[src/snpmc_pkg.sv]
// Package with constants and types of the sensor node power-mode controller
`default_nettype none
package snpmc_pkg;
    // Register byte offsets
    localparam logic [7:0] SNPMC_CTRL_OFF = 8'h00;
    localparam logic [7:0] SNPMC_MODPWR_OFF = 8'h04;
    localparam logic [7:0] SNPMC_ALARM_OFF = 8'h08;
    localparam logic [7:0] SNPMC_STATUS_OFF = 8'h0C;
    localparam logic [7:0] SNPMC_ISTAT_OFF = 8'h10;
    localparam logic [7:0] SNPMC_ICLR_OFF = 8'h14;
    localparam logic [7:0] SNPMC_IEN_OFF = 8'h18;
    // Field positions and widths
    localparam int SNPMC_MODE_LSB = 0;
    localparam int SNPMC_WSEL_LSB = 4;
    localparam int SNPMC_NMOD = 4;
    localparam int SNPMC_NEVT = 5;
    localparam int SNPMC_ALARM_W = 22;
    // Mode request codes
    localparam logic [1:0] SNPMC_REQ_SLEEP = 2'h1;
    localparam logic [1:0] SNPMC_REQ_DEEP = 2'h2;
    localparam logic [1:0] SNPMC_REQ_HIB = 2'h3;
    // Reset values
    localparam logic [3:0] SNPMC_WSEL_RST = 4'h0;
    localparam logic [21:0] SNPMC_ALARM_RST = 22'h000001;
    // Alarm limits in seconds: 1 s to 31 days
    localparam logic [21:0] SNPMC_ALARM_MIN = 22'h000001;
    localparam logic [21:0] SNPMC_ALARM_MAX = 22'h28DE80;
    // Watchdog sleep intervals in ms, 16 ms to 8 s
    localparam logic [3:0] SNPMC_WSEL_MAX = 4'h9;
    localparam logic [13:0] SNPMC_WDT_MS [10] = '{14'h0010, 14'h0020, 14'h0040, 14'h0080, 14'h0100,
                                                 14'h01F4, 14'h03E8, 14'h07D0, 14'h0FA0, 14'h1F40};
    // Timing
    localparam int SNPMC_CLK_NS = 10;
    localparam int SNPMC_MS_NS = 1000000;
    localparam int SNPMC_MS_CYC = SNPMC_MS_NS / SNPMC_CLK_NS;
    localparam int SNPMC_CPURST_NS = 1000;
    localparam int SNPMC_CPURST_CYC = (SNPMC_CPURST_NS + SNPMC_CLK_NS - 1) / SNPMC_CLK_NS;
    localparam logic [9:0] SNPMC_SEC_MS = 10'h3E8;
    localparam logic [9:0] SNPMC_BLINK_MS = 10'h0FA;
    localparam logic [1:0] SNPMC_RESP_OK = 2'h0;
    localparam logic [1:0] SNPMC_RESP_ERR = 2'h2;
    // Operating states, one-hot
    typedef enum logic [3:0] {
        SNPMC_ON = 4'h1,
        SNPMC_SLEEP = 4'h2,
        SNPMC_DEEP = 4'h4,
        SNPMC_HIB = 4'h8
    } snpmc_state_t;
    // Wake and interrupt event vector
    typedef struct packed {
        logic hib_wake;
        logic rtc;
        logic wdt;
        logic accel;
        logic sensor;
    } snpmc_evt_t;
endpackage
`default_nettype wire

[src/snpmc_ctrl.sv]
// Sensor node power-mode controller with AXI4-Lite registers
`timescale 1ns/1ns
`default_nettype none
module snpmc_ctrl
    import snpmc_pkg::*;
#(
    parameter int MS_CYC = SNPMC_MS_CYC
) (
    input wire logic aclk,
    input wire logic aresetn,
    input wire logic [7:0] s_axi_awaddr,
    input wire logic s_axi_awvalid,
    output logic s_axi_awready,
    input wire logic [31:0] s_axi_wdata,
    input wire logic [3:0] s_axi_wstrb,
    input wire logic s_axi_wvalid,
    output logic s_axi_wready,
    output logic [1:0] s_axi_bresp,
    output logic s_axi_bvalid,
    input wire logic s_axi_bready,
    input wire logic [7:0] s_axi_araddr,
    input wire logic s_axi_arvalid,
    output logic s_axi_arready,
    output logic [31:0] s_axi_rdata,
    output logic [1:0] s_axi_rresp,
    output logic s_axi_rvalid,
    input wire logic s_axi_rready,
    input wire logic sensor_int,
    input wire logic accel_int,
    input wire logic hib_switch,
    output logic cpu_power_en,
    output logic cpu_halt,
    output logic cpu_reset_n,
    output logic [3:0] module_pwr_en,
    output logic led_red,
    output logic led_green,
    output logic irq
);
    snpmc_state_t state_reg, state_next;
    logic aw_full_reg, w_full_reg, wr_go;
    logic [7:0] aw_addr_reg;
    logic [31:0] w_data_reg, wmask;
    logic wstrb0_reg;
    logic [3:0] wsel_reg, wsel_wr;
    logic [3:0] modpwr_reg;
    logic [21:0] alarm_reg;
    snpmc_evt_t ist_reg, ien_reg, evt_set, evt_clr;
    logic [2:0] sens_sync_reg, acc_sync_reg, sw_sync_reg;
    logic sens_filt_reg, acc_filt_reg, sw_filt_reg;
    logic sens_ev, acc_ev, wdt_ev, rtc_ev, mode_wr, hib_refused_reg, hib_wake_reg;
    logic [1:0] mode_req;
    logic [31:0] ms_cnt_reg;
    logic ms_tick;
    logic [13:0] wdt_cnt_reg;
    logic [9:0] sub_ms_reg, blink_cnt_reg;
    logic [21:0] sec_cnt_reg;
    logic [7:0] rst_cnt_reg;
    logic first_run_reg;

    // Byte-lane mask from write strobes
    assign wmask = {{8{s_axi_wstrb[3]}}, {8{s_axi_wstrb[2]}}, {8{s_axi_wstrb[1]}}, {8{s_axi_wstrb[0]}}};
    assign wr_go = aw_full_reg && w_full_reg && !s_axi_bvalid;
    assign mode_wr = wr_go && aw_addr_reg == SNPMC_CTRL_OFF && wstrb0_reg && mode_req != 2'h0;
    assign mode_req = w_data_reg[SNPMC_MODE_LSB +: 2];
    // Watchdog select being written, clamped; a sleep request in the same word uses it
    assign wsel_wr = (w_data_reg[SNPMC_WSEL_LSB +: 4] > SNPMC_WSEL_MAX)
                     ? SNPMC_WSEL_MAX : w_data_reg[SNPMC_WSEL_LSB +: 4];
    assign evt_clr = (wr_go && aw_addr_reg == SNPMC_ICLR_OFF) ? w_data_reg[SNPMC_NEVT-1:0] : '0;

    // Write address and data channels, taken in either order
    always_ff @(posedge aclk) begin
        if (!aresetn) begin
            aw_full_reg <= 1'b0;
            w_full_reg <= 1'b0;
            s_axi_awready <= 1'b1;
            s_axi_wready <= 1'b1;
            s_axi_bvalid <= 1'b0;
            s_axi_bresp <= SNPMC_RESP_OK;
            aw_addr_reg <= 8'h00;
            w_data_reg <= 32'h00000000;
            wstrb0_reg <= 1'b0;
        end else begin
            if (s_axi_awvalid && s_axi_awready) begin
                aw_addr_reg <= s_axi_awaddr;
                aw_full_reg <= 1'b1;
                s_axi_awready <= 1'b0;
            end
            if (s_axi_wvalid && s_axi_wready) begin
                w_data_reg <= s_axi_wdata & wmask;
                wstrb0_reg <= s_axi_wstrb[0]; // Master may drop strobes once W is taken
                w_full_reg <= 1'b1;
                s_axi_wready <= 1'b0;
            end
            if (wr_go) begin
                aw_full_reg <= 1'b0;
                w_full_reg <= 1'b0;
                s_axi_bvalid <= 1'b1;
                s_axi_bresp <= (aw_addr_reg > SNPMC_IEN_OFF || aw_addr_reg[1:0] != 2'h0
                                || aw_addr_reg == SNPMC_STATUS_OFF || aw_addr_reg == SNPMC_ISTAT_OFF)
                               ? SNPMC_RESP_ERR : SNPMC_RESP_OK;
            end else if (s_axi_bvalid && s_axi_bready) begin
                s_axi_bvalid <= 1'b0;
                s_axi_awready <= 1'b1;
                s_axi_wready <= 1'b1;
            end
        end
    end

    // Read channel, answer one cycle after the address
    always_ff @(posedge aclk) begin
        if (!aresetn) begin
            s_axi_arready <= 1'b1;
            s_axi_rvalid <= 1'b0;
            s_axi_rdata <= 32'h00000000;
            s_axi_rresp <= SNPMC_RESP_OK;
        end else if (s_axi_arvalid && s_axi_arready) begin
            s_axi_arready <= 1'b0;
            s_axi_rvalid <= 1'b1;
            s_axi_rresp <= SNPMC_RESP_OK;
            unique case (s_axi_araddr)
                SNPMC_CTRL_OFF: s_axi_rdata <= {24'h000000, wsel_reg, 4'h0};
                SNPMC_MODPWR_OFF: s_axi_rdata <= {28'h0000000, modpwr_reg};
                SNPMC_ALARM_OFF: s_axi_rdata <= {10'h000, alarm_reg};
                SNPMC_STATUS_OFF: s_axi_rdata <= {23'h000000, led_green, led_red, hib_refused_reg,
                                                  sw_filt_reg, hib_wake_reg, state_reg};
                SNPMC_ISTAT_OFF: s_axi_rdata <= {27'h0000000, ist_reg};
                SNPMC_ICLR_OFF: s_axi_rdata <= 32'h00000000;
                SNPMC_IEN_OFF: s_axi_rdata <= {27'h0000000, ien_reg};
                default: begin
                    s_axi_rdata <= 32'h00000000;
                    s_axi_rresp <= SNPMC_RESP_ERR;
                end
            endcase
        end else if (s_axi_rvalid && s_axi_rready) begin
            s_axi_rvalid <= 1'b0;
            s_axi_arready <= 1'b1;
        end
    end

    // Software-written settings; module switches drop after hibernate
    always_ff @(posedge aclk) begin
        if (!aresetn) begin
            wsel_reg <= SNPMC_WSEL_RST;
            modpwr_reg <= 4'h0;
            alarm_reg <= SNPMC_ALARM_RST;
            ien_reg <= '0;
        end else if (state_reg == SNPMC_HIB) begin
            modpwr_reg <= 4'h0;
        end else if (wr_go) begin
            if (aw_addr_reg == SNPMC_CTRL_OFF && wstrb0_reg) begin
                wsel_reg <= wsel_wr;
            end
            if (aw_addr_reg == SNPMC_MODPWR_OFF && wstrb0_reg) begin
                modpwr_reg <= w_data_reg[SNPMC_NMOD-1:0];
            end
            if (aw_addr_reg == SNPMC_ALARM_OFF) begin
                alarm_reg <= (w_data_reg[SNPMC_ALARM_W-1:0] < SNPMC_ALARM_MIN) ? SNPMC_ALARM_MIN
                             : (w_data_reg[SNPMC_ALARM_W-1:0] > SNPMC_ALARM_MAX) ? SNPMC_ALARM_MAX
                             : w_data_reg[SNPMC_ALARM_W-1:0];
            end
            if (aw_addr_reg == SNPMC_IEN_OFF && wstrb0_reg) begin
                ien_reg <= w_data_reg[SNPMC_NEVT-1:0];
            end
        end
    end

    // Pin synchronisers; a level counts once stages two and three agree
    always_ff @(posedge aclk) begin
        if (!aresetn) begin
            sens_sync_reg <= 3'h0;
            acc_sync_reg <= 3'h0;
            sw_sync_reg <= 3'h0;
            sens_filt_reg <= 1'b0;
            acc_filt_reg <= 1'b0;
            sw_filt_reg <= 1'b0;
        end else begin
            sens_sync_reg <= {sens_sync_reg[1:0], sensor_int};
            acc_sync_reg <= {acc_sync_reg[1:0], accel_int};
            sw_sync_reg <= {sw_sync_reg[1:0], hib_switch};
            if (sens_sync_reg[2] == sens_sync_reg[1]) sens_filt_reg <= sens_sync_reg[2];
            if (acc_sync_reg[2] == acc_sync_reg[1]) acc_filt_reg <= acc_sync_reg[2];
            if (sw_sync_reg[2] == sw_sync_reg[1]) sw_filt_reg <= sw_sync_reg[2];
        end
    end
    // Rising edges, masked in hibernate
    assign sens_ev = sens_sync_reg[2] == sens_sync_reg[1] && sens_sync_reg[2] && !sens_filt_reg
                     && state_reg != SNPMC_HIB;
    assign acc_ev = acc_sync_reg[2] == acc_sync_reg[1] && acc_sync_reg[2] && !acc_filt_reg
                    && state_reg != SNPMC_HIB;

    // Millisecond time base
    assign ms_tick = ms_cnt_reg == 32'(MS_CYC - 1);
    always_ff @(posedge aclk) begin
        if (!aresetn || ms_tick) ms_cnt_reg <= 32'h00000000;
        else ms_cnt_reg <= ms_cnt_reg + 32'h00000001;
    end

    // Watchdog interval, runs only in sleep
    assign wdt_ev = state_reg == SNPMC_SLEEP && ms_tick && wdt_cnt_reg == 14'h0001;
    always_ff @(posedge aclk) begin
        if (!aresetn) wdt_cnt_reg <= 14'h0000;
        else if (mode_wr && mode_req == SNPMC_REQ_SLEEP) wdt_cnt_reg <= SNPMC_WDT_MS[wsel_wr];
        else if (state_reg == SNPMC_SLEEP && ms_tick && wdt_cnt_reg != 14'h0000) wdt_cnt_reg <= wdt_cnt_reg - 14'h0001;
    end

    // Clock alarm in whole seconds, armed on deep sleep or hibernate entry
    assign rtc_ev = (state_reg == SNPMC_DEEP || state_reg == SNPMC_HIB) && ms_tick
                    && sub_ms_reg == SNPMC_SEC_MS - 10'h001 && sec_cnt_reg == 22'h000001;
    always_ff @(posedge aclk) begin
        if (!aresetn) begin
            sec_cnt_reg <= 22'h000000;
            sub_ms_reg <= 10'h000;
        end else if (state_reg == SNPMC_ON) begin
            sec_cnt_reg <= alarm_reg;
            sub_ms_reg <= 10'h000;
        end else if (ms_tick) begin
            sub_ms_reg <= (sub_ms_reg == SNPMC_SEC_MS - 10'h001) ? 10'h000 : sub_ms_reg + 10'h001;
            if (sub_ms_reg == SNPMC_SEC_MS - 10'h001 && sec_cnt_reg != 22'h000000) sec_cnt_reg <= sec_cnt_reg - 22'h000001;
        end
    end

    // State transitions
    always_comb begin
        state_next = state_reg;
        unique case (state_reg)
            SNPMC_ON: begin
                if (mode_wr && mode_req == SNPMC_REQ_SLEEP) state_next = SNPMC_SLEEP;
                else if (mode_wr && mode_req == SNPMC_REQ_DEEP) state_next = SNPMC_DEEP;
                else if (mode_wr && mode_req == SNPMC_REQ_HIB && sw_filt_reg) state_next = SNPMC_HIB;
            end
            SNPMC_SLEEP: if (sens_ev || acc_ev || wdt_ev) state_next = SNPMC_ON;
            SNPMC_DEEP: if (sens_ev || acc_ev || rtc_ev) state_next = SNPMC_ON;
            SNPMC_HIB: if (rtc_ev) state_next = SNPMC_ON;
            default: state_next = SNPMC_ON;
        endcase
    end
    always_ff @(posedge aclk) begin
        if (!aresetn) state_reg <= SNPMC_ON;
        else state_reg <= state_next;
    end

    // Hibernate flags: wake origin and refused entry
    always_ff @(posedge aclk) begin
        if (!aresetn) begin
            hib_wake_reg <= 1'b0;
            hib_refused_reg <= 1'b0;
        end else begin
            if (state_reg == SNPMC_HIB && rtc_ev) hib_wake_reg <= 1'b1;
            else if (mode_wr) hib_wake_reg <= 1'b0;
            if (mode_wr) hib_refused_reg <= mode_req == SNPMC_REQ_HIB && !sw_filt_reg;
        end
    end

    // Sticky source flags, a set wins over a clear
    assign evt_set = '{hib_wake: state_reg == SNPMC_HIB && rtc_ev, rtc: rtc_ev, wdt: wdt_ev,
                       accel: acc_ev, sensor: sens_ev};
    always_ff @(posedge aclk) begin
        if (!aresetn) ist_reg <= '0;
        else ist_reg <= (ist_reg & ~evt_clr) | evt_set;
    end

    // Processor power, halt and reset
    always_ff @(posedge aclk) begin
        if (!aresetn) begin
            cpu_power_en <= 1'b1;
            cpu_halt <= 1'b0;
            cpu_reset_n <= 1'b0;
            rst_cnt_reg <= 8'(SNPMC_CPURST_CYC);
            module_pwr_en <= 4'h0;
            irq <= 1'b0;
        end else begin
            cpu_power_en <= state_next != SNPMC_HIB;
            cpu_halt <= state_next == SNPMC_SLEEP || state_next == SNPMC_DEEP;
            module_pwr_en <= (state_next == SNPMC_HIB) ? 4'h0 : modpwr_reg;
            irq <= |(ist_reg & ien_reg);
            if (state_reg == SNPMC_HIB) begin
                rst_cnt_reg <= 8'(SNPMC_CPURST_CYC);
                cpu_reset_n <= 1'b0;
            end else if (rst_cnt_reg != 8'h00) begin
                rst_cnt_reg <= rst_cnt_reg - 8'h01;
            end else begin
                cpu_reset_n <= 1'b1;
            end
        end
    end

    // Start-up indicators: red until switch enabled, then green blinks
    always_ff @(posedge aclk) begin
        if (!aresetn) begin
            first_run_reg <= 1'b1;
            led_red <= 1'b0;
            led_green <= 1'b0;
            blink_cnt_reg <= 10'h000;
        end else begin
            if (sw_filt_reg) first_run_reg <= 1'b0;
            led_red <= first_run_reg && !sw_filt_reg;
            if (first_run_reg || state_reg != SNPMC_ON) begin
                led_green <= 1'b0;
                blink_cnt_reg <= 10'h000;
            end else if (ms_tick) begin
                blink_cnt_reg <= (blink_cnt_reg == SNPMC_BLINK_MS - 10'h001) ? 10'h000 : blink_cnt_reg + 10'h001;
                if (blink_cnt_reg == SNPMC_BLINK_MS - 10'h001) led_green <= !led_green;
            end
        end
    end
endmodule
`default_nettype wire

[config.mk]
export PLATFORM = sky130hd
export DESIGN_NAME = snpmc_ctrl
export DESIGN_NICKNAME = d
export VERILOG_FILES = /design/src/snpmc_pkg.sv /design/src/snpmc_ctrl.sv
export SDC_FILE = /design/constraint.sdc
export NUM_CORES = 1
export LEC_CHECK = 0
export BUFFER_PORTS_ARGS = -buffer_cell sky130_fd_sc_hd__buf_4
export CORE_AREA = 2 2 171 173
export CTS_BUF_LIST = sky130_fd_sc_hd__clkbuf_2 sky130_fd_sc_hd__clkbuf_4 sky130_fd_sc_hd__clkbuf_8
export DETAILED_ROUTE_END_ITERATION = 8
export DIE_AREA = 0 0 173 175
export GPL_TIMING_DRIVEN = 0
export PLACE_DENSITY_LB_ADDON = 0.3
export RECOVER_POWER = 50
export SETUP_SLACK_MARGIN = 0.05
export SLEW_MARGIN = 30
export SYNTH_ARGS = -nofsm -noshare
export SYNTH_HDL_FRONTEND = slang
export SYNTH_SLANG_ARGS = --single-unit
[constraint.sdc]
create_clock -name aclk -period 2.3 [get_ports aclk]
set_input_delay 0.46 -clock aclk [delete_from_list [all_inputs] [get_ports aclk]]
set_output_delay 0.46 -clock aclk [all_outputs]
set_load 0.005 [all_outputs]
==> run_results.csv, run 1 <==
group,metric,value,unit
grt,grt_pass1_wl,46710,um
layout,syn_to_final_growth,28.06,%
floorplanning,dieArea,0.03028,mm^2
sta,report.final.setup_viol,0,
logic_synthesis,synth_warnings,0,
placement,place.gp.congestion,0.9124,
cts,clk_latency,560,ps
route,drt_first_iter_violations,727,
worst_setup_path,cp_data_arrival_time,2700,ps
floorplanning,pin_count,113,
layout,final_cells,1794,
route,drc,0,
power_and_ir_drop,p_total,8.456,mW
layout,nets,1464,
route,route.vias.total,9472,
job,cap_violations,0,
placement,post-dp-hpwl,20500,um
logic_synthesis,ys_ff_latch,227,
sta,finalHoldViolCount,0,
sta,fmax,0.4369,GHz
logic_synthesis,synth_ff_type,"dfxtp_1",
logic_synthesis,synthTopCellsByArea,"dfxtp_1, a21oi_1, nand2_1",
grt,grt.total_usage,18.82,%
power_and_ir_drop,peakVddDrop,0.0003630,V
floorplanning,die_h,175,um
route,wl_per_cell,16.61,um
grt,grt_remaining_overflow,0,
cts,cts_tree,"built",
worst_setup_path,timing.rr.start,"ms_cnt_reg[25]$_SDFF_PP0_",
logic_synthesis,netlist_area,0.01039,mm^2
worst_setup_path,r2r_cells,8,
worst_setup_path,worstPathRequired,2710,ps
layout,diodes,0,
route,viasPerCell,5.280,
sta,skew,21.77,ps
worst_setup_path,critPathKind,"reg -> reg",
logic_synthesis,synthCells,1210,
worst_setup_path,start_kind,"flip-flop",
placement,dp.cells,1690,
sta,rsz0062_at_grt,"yes",
route,postRouteAntennaNets,0,
cts,cts_sinks,227,
cts,cts.path.max_buffers,3,
cts,htree_levels,2,
route,finalWirelength,29790,um
floorplanning,row_count,62,
layout,largest_reg_flops,32,
worst_hold_path,holdPathStages,2,
worst_hold_path,hold_end,"s_axi_wready$_SDFF_PN1_",
logic_synthesis,synthDistinctLibCells,73,
layout,drive_gt1_share,23.83,%
grt,grt_max_degree,14,
sta,relSlewSlack,40.71,%
floorplanning,die_x,173,um
route,dr.pass1.iters,5,
status,status,"finished clean",
worst_hold_path,hp-start,"s_axi_wvalid",
logic_synthesis,synth.avg_cell_area,8.586,um^2
power_and_ir_drop,power_density,635.6,mW/mm^2
placement,io_buffers,85,
logic_synthesis,yosys.area.top_type,"dfxtp_1",
sta,report.final.slew_viol_count,0,
logic_synthesis,ys_seq_area_share,43.74,%
worst_setup_path,worstSetupEndpointType,"flip-flop",
layout,fillers,2791,
worst_hold_path,hold_path.class,"in -> reg",
cts,cts-hold-fix-buffers,0,
cts,cts-root-buf,"clkbuf_8",
sta,worstMarginPinSlew,882.5,ps
worst_setup_path,rrSetupSlack,10,ps
grt,grt_pass1_vias,9006,
logic_synthesis,netlist.area_leader.share,43.74,%
floorplanning,core,0.02839,mm^2
sta,post-route-min-period,2289,ps
logic_synthesis,synth_edf_count,0,
worst_setup_path,critical_path.max_fanout,5,
logic_synthesis,async_reset_ff_share,0,%
cts,clkSlewWorstSetupHoldPaths,60,ps
floorplanning,start_util,36.59,%
power_and_ir_drop,p_leak,4.997,nW
worst_setup_path,timing.rr.end,"sec_cnt_reg[6]$_SDFFE_PN0P_",
sta,post-route-period-util,99.51,%
grt,antenna_found_initial,0,
cts,cts_inserted_buffers,40,
==> critical path: stages, from the launching register on <==
cell and delay (ps):
dfxtp_4 360, nor4_4 280, nand4_1 220, buf_4 200
or4_4 450, buf_12 170, nor4_4 210, xnor2_1 160
a21oi_1 90
==> report_power, final <==
group	internal (mW)	switching, mW	total (mW)
combinational	0.218	0.307	0.525
clock	2.20	1.67	3.87
sequential	4.00	0.0626	4.06
==> cell usage in the layout (no fill, tap or decap), drive strengths merged, types with 31 or more instances in the layout <==
master and instances:
a21oi 100, clkbuf 153, dfxtp 227, xnor2 31, nand2 129, buf 108
o21ai 41, nor2 127, nor3 38, xor2 48, nand3 88
==> cells by family (layout without fill, tap and decap cells) <==
kind of cell	after synthesis	in the layout	synth area share (%)
and+or+nand+nor	548	548	27.59
DFF	227	227	43.74
AOI/OAI and AO/OA	210	210	12.48
buffers and inverters	96	285	4.239
xor gates and xnor gates	79	79	6.660
muxes	32	32	3.204
adders and majority gates	17	17	2.047
other	1	12	0.03610
==> synth_stat cells, types with 15 or more instances <==
master    number
a21oi_1       99
a22o_1        15
and2_1        16
and3_1        21
clkbuf_1      44
dfxtp_1      227
ha_1          17
inv_1         18
mux2i_1       22
nand2_1      127
nand3_1       87
nand4_1       26
nor2_1       126
nor3_1        36
nor4_1        20
o21ai_0       40
xnor2_1       31
xor2_1        48
==> per-stage QoR <==
stage	area, um^2	hold slack, ps	TNS (ps)	worst slack (ps)	util (%)
final	13300	96.87	0	11.31	46.86
after global routing	13300	107.0	-1706	-104.6	46.86
after CTS	12820	79.60	0	25.54	45.15
after detailed placement	11560	423.0	-31270	-590.3	40.71
after global placement	11550	413.8	-34480	-601.4	40.68
after floorplan	10430	411.9	0	72.04	-
==> cell type report <==
cell class                      count  area, um^2  share of cell area, %
Sequential cell                   227        4572                  34.36
Tap cell                          384       480.5                  3.611
Clock buffer                       63       798.3                  6.000
Clock inverter                      4       32.53                 0.2445
Multi-Input combinational cell    898        5952                  44.74
Inverter                           20       75.07                 0.5643
Buffer                             70       387.9                  2.915
Timing Repair Buffer              128        1006                  7.561
==> metal layers <==
metal	wire, um	track usage (%)
met5	0	0
met4	895	7.309
met3	1718	3.242
met2	13970	31.10
met1	13200	24.52
==> worst max-delay path by stage <==
stage / end / startpoint / slack, ps / cells after the start
2_1_floorplan: sec_cnt_reg[19]$_SDFFE_PN0P_ / sub_ms_reg[0]$_SDFFE_PP0N_ / 70 / 8
3_3_place_gp: state_reg[1]$_SDFF_PN0_ / state_reg[1]$_SDFF_PN0_ / -600 / 6
3_5_place_dp: state_reg[1]$_SDFF_PN0_ / state_reg[1]$_SDFF_PN0_ / -590 / 6
4_1_cts: sec_cnt_reg[1]$_SDFFE_PN0P_ / ms_cnt_reg[30]$_SDFF_PP0_ / 30 / 8
5_1_grt: sec_cnt_reg[12]$_SDFFE_PN0P_ / ms_cnt_reg[25]$_SDFF_PP0_ / -100 / 10
6_report: sec_cnt_reg[6]$_SDFFE_PN0P_ / ms_cnt_reg[25]$_SDFF_PP0_ / 10 / 8
==> repair_timing <==
item / CTS / global route
cloned: 0 / 2
buffers inserted: 29 / 12
pin swaps: 25 / 34
resized for setup: 59 / 96
setup endpoints to repair: 110 / 125
Note: power is estimated with default switching activity, not from simulation.
==> inputs of run 2 (changes only) <==
ABC_AREA = 1   (was unset)
CORE_AREA = 2 2 180 182   (was 2 2 171 173)
CTS_CLUSTER_SIZE = 14   (was unset)
DIE_AREA = 0 0 182 184   (was 0 0 173 175)
==> run_results.csv, run 2 <==
group,metric,value,unit
floorplanning,dieArea,0.03349,mm^2
logic_synthesis,netlist_area,0.01154,mm^2
logic_synthesis,ys_seq_area_share,39.39,%
route,drc,0,
sta,whs,104.9,ps
sta,post-route-min-period,2086,ps
worst_setup_path,max_stage_delay,350,ps
sta,post-route-period-util,90.71,%
grt,grt_max_degree,11,
grt,grt.total_usage,19.73,%
sta,layout_setup_ws,213.7,ps
layout,diodes,0,
sta,relSlewSlack,42.16,%
layout,largest_reg_flops,32,
logic_synthesis,async_reset_ff_share,0,%
grt,grt_pass1_vias,10790,
worst_setup_path,worstSetupEndpointType,"flip-flop",
floorplanning,die_h,184,um
layout,final_area,0.01365,mm^2
floorplanning,die_x,182,um
route,wl_per_cell,14.47,um
sta,setup_tns,0,ps
route,dr.pass1.iters,5,
power_and_ir_drop,p_total,8.602,mW
sta,skew,30.54,ps
worst_setup_path,critical_path.max_fanout,10,
worst_setup_path,start_kind,"flip-flop",
worst_setup_path,critPathKind,"reg -> reg",
route,route.vias.total,11390,
logic_synthesis,synth_ff_type,"dfxtp_1",
layout,mostFrequentLayoutCell,"nand2_1",
layout,drive_gt1_share,12.51,%
status,status,"finished clean",
layout,nets,1937,
layout,final_cells,2289,
logic_synthesis,synthCells,1714,
sta,report.final.slew_viol_count,0,
logic_synthesis,yosys.area.top_type,"dfxtp_1",
cts,clkSlewWorstSetupHoldPaths,60,ps
logic_synthesis,yosysMostFrequentCell,"nand2_1",
grt,grt_pass1_wl,53740,um
sta,worstMarginPinSlew,867.6,ps
cts,cts_sinks,227,
placement,place.gp.congestion,0.9542,
floorplanning,core,0.03139,mm^2
logic_synthesis,synth_warnings,0,
grt,grt_remaining_overflow,0,
placement,dpl_worst_slack,-58.63,ps
sta,rsz0062_at_grt,"no",
worst_setup_path,crit_top_cell,"nor2_1",
worst_hold_path,hold_path.class,"in -> reg",
layout,fillers,3346,
route,postRouteAntennaNets,0,
floorplanning,start_util,36.75,%
sta,report.final.setup_viol,0,
cts,cts.path.max_buffers,3,
logic_synthesis,synth_edf_count,0,
logic_synthesis,synth.avg_cell_area,6.731,um^2
cts,clk_latency,560,ps
cts,cts-hold-fix-buffers,0,
power_and_ir_drop,peakVddDrop,0.0004423,V
route,viasPerCell,4.976,
logic_synthesis,synthTopCellsByArea,"dfxtp_1, nand2_1, a21oi_1",
cts,htree_levels,2,
route,drt_first_iter_violations,807,
logic_synthesis,synth_common_cells,"nand2_1, dfxtp_1, nor2_1",
worst_setup_path,worstPathRequired,2730,ps
logic_synthesis,ys_ff_latch,227,
cts,cts_inserted_buffers,41,
power_and_ir_drop,p_leak,5.700,nW
floorplanning,pin_count,113,
worst_setup_path,cp_data_arrival_time,2520,ps
power_and_ir_drop,power_density,630.2,mW/mm^2
worst_setup_path,cp_cell_sequence,"ha_1, nand3_4, nor2_1, nand2_1, nor2_4, nor2_1, inv_1, buf_2, nor3_1",
layout,syn_to_final_growth,18.30,%
placement,dp.cells,2214,
sta,fmax,0.4793,GHz
layout,layout_common_cells,"nand2_1, dfxtp_1, nor2_1",
cts,cts_tree,"built",
placement,post-dp-hpwl,25150,um
placement,place_area,0.01273,mm^2
layout,final_util,43.48,%
floorplanning,row_count,65,
sta,finalHoldViolCount,0,
logic_synthesis,netlist.area_leader.share,39.39,%
route,finalWirelength,33110,um
cts,cts-root-buf,"clkbuf_8",
job,cap_violations,0,
worst_setup_path,cp_slowest_cell,"dfxtp_1",
logic_synthesis,synthDistinctLibCells,50,
grt,antenna_found_initial,0,
placement,io_buffers,87,
run 2: cell types whose count changed in the layout (fill, tap and decap cells not counted), moves of 15 or more:
cell	previous run	this run
a21oi_1	98	165
xor2_1	47	25
xnor2_1	30	15
nand2_1	124	428
mux2i_1	22	0
inv_1	19	178
dfxtp_2	16	0
nor3_1	30	52
nor2_1	123	215
dfxtp_1	209	227
nand3_1	83	116
and3_1	20	1
o21ai_0	38	81
buf_4	89	63
run 2: cell families (layout without fill, tap and decap cells):
group / after synthesis / count (layout) / synth area share (%)
compound gates: 280 / 280 / 12.98
xor+xnor: 40 / 40 / 3.037
fa+ha+maj: 17 / 17 / 1.844
buf+inv: 246 / 408 / 8.806
flops: 227 / 227 / 39.39
other cells: 1 / 12 / 0.03250
simple gates: 903 / 903 / 33.91
run 2: critical path, delay by kind of cell (launching register included):
| kind | cells | cell delay [ps] |
|---|---|---|
| and+or+nand+nor | 6 | 790 |
| buffers and inverters | 2 | 580 |
| DFF | 1 | 350 |
| adders and majority gates | 1 | 250 |
run 2: area by class of cell:
| class | count | area [um^2] | area share [%] |
|---|---|---|---|
| buffer | 64 | 332.8 | 2.439 |
| inverter | 181 | 679.4 | 4.978 |
| clock inverter | 7 | 40.04 | 0.2934 |
| timing repair buffer | 91 | 668.1 | 4.895 |
| tap | 402 | 503.0 | 3.685 |
| clock buffer | 65 | 832.0 | 6.096 |
| sequential | 227 | 4544 | 33.30 |
| multi-input combinational | 1252 | 6048 | 44.32 |
run 2: where the power goes:
group | total (mW) | internal, mW | switching (mW)
registers | 4.07 | 4.01 | 0.0603
clock network | 3.99 | 2.29 | 1.70
logic | 0.539 | 0.202 | 0.337
total | 8.60 | 6.50 | 2.10
run 2: per-layer routing:
metal | routed length, um | GRT usage (%)
met3 | 1966 | 3.487
met4 | 649 | 5.903
met5 | 0 | 0
met2 | 14900 | 32.63
met1 | 15600 | 26.30
run 2: path summary, 6_finish.rpt:
kind | depth (start not counted) | slack [ps] | to | from
worst min register to register | 2 | 410 | acc_sync_reg[1]$_SDFF_PN0_ | acc_sync_reg[0]$_SDFF_PN0_
worst max-delay path | 9 | 210 | ms_cnt_reg[20]$_SDFF_PP0_ | ms_cnt_reg[0]$_SDFF_PP0_
worst max register to register | 9 | 210 | ms_cnt_reg[20]$_SDFF_PP0_ | ms_cnt_reg[0]$_SDFF_PP0_
worst min-delay path | 2 | 100 | s_axi_awready$_SDFF_PN1_ | s_axi_awvalid
run 2: repair_timing:
action,in CTS,in global routing
hold endpoints to repair,0,0
endpoints found under the setup margin,0,31
buffers inserted,0,4
resized for setup,0,9
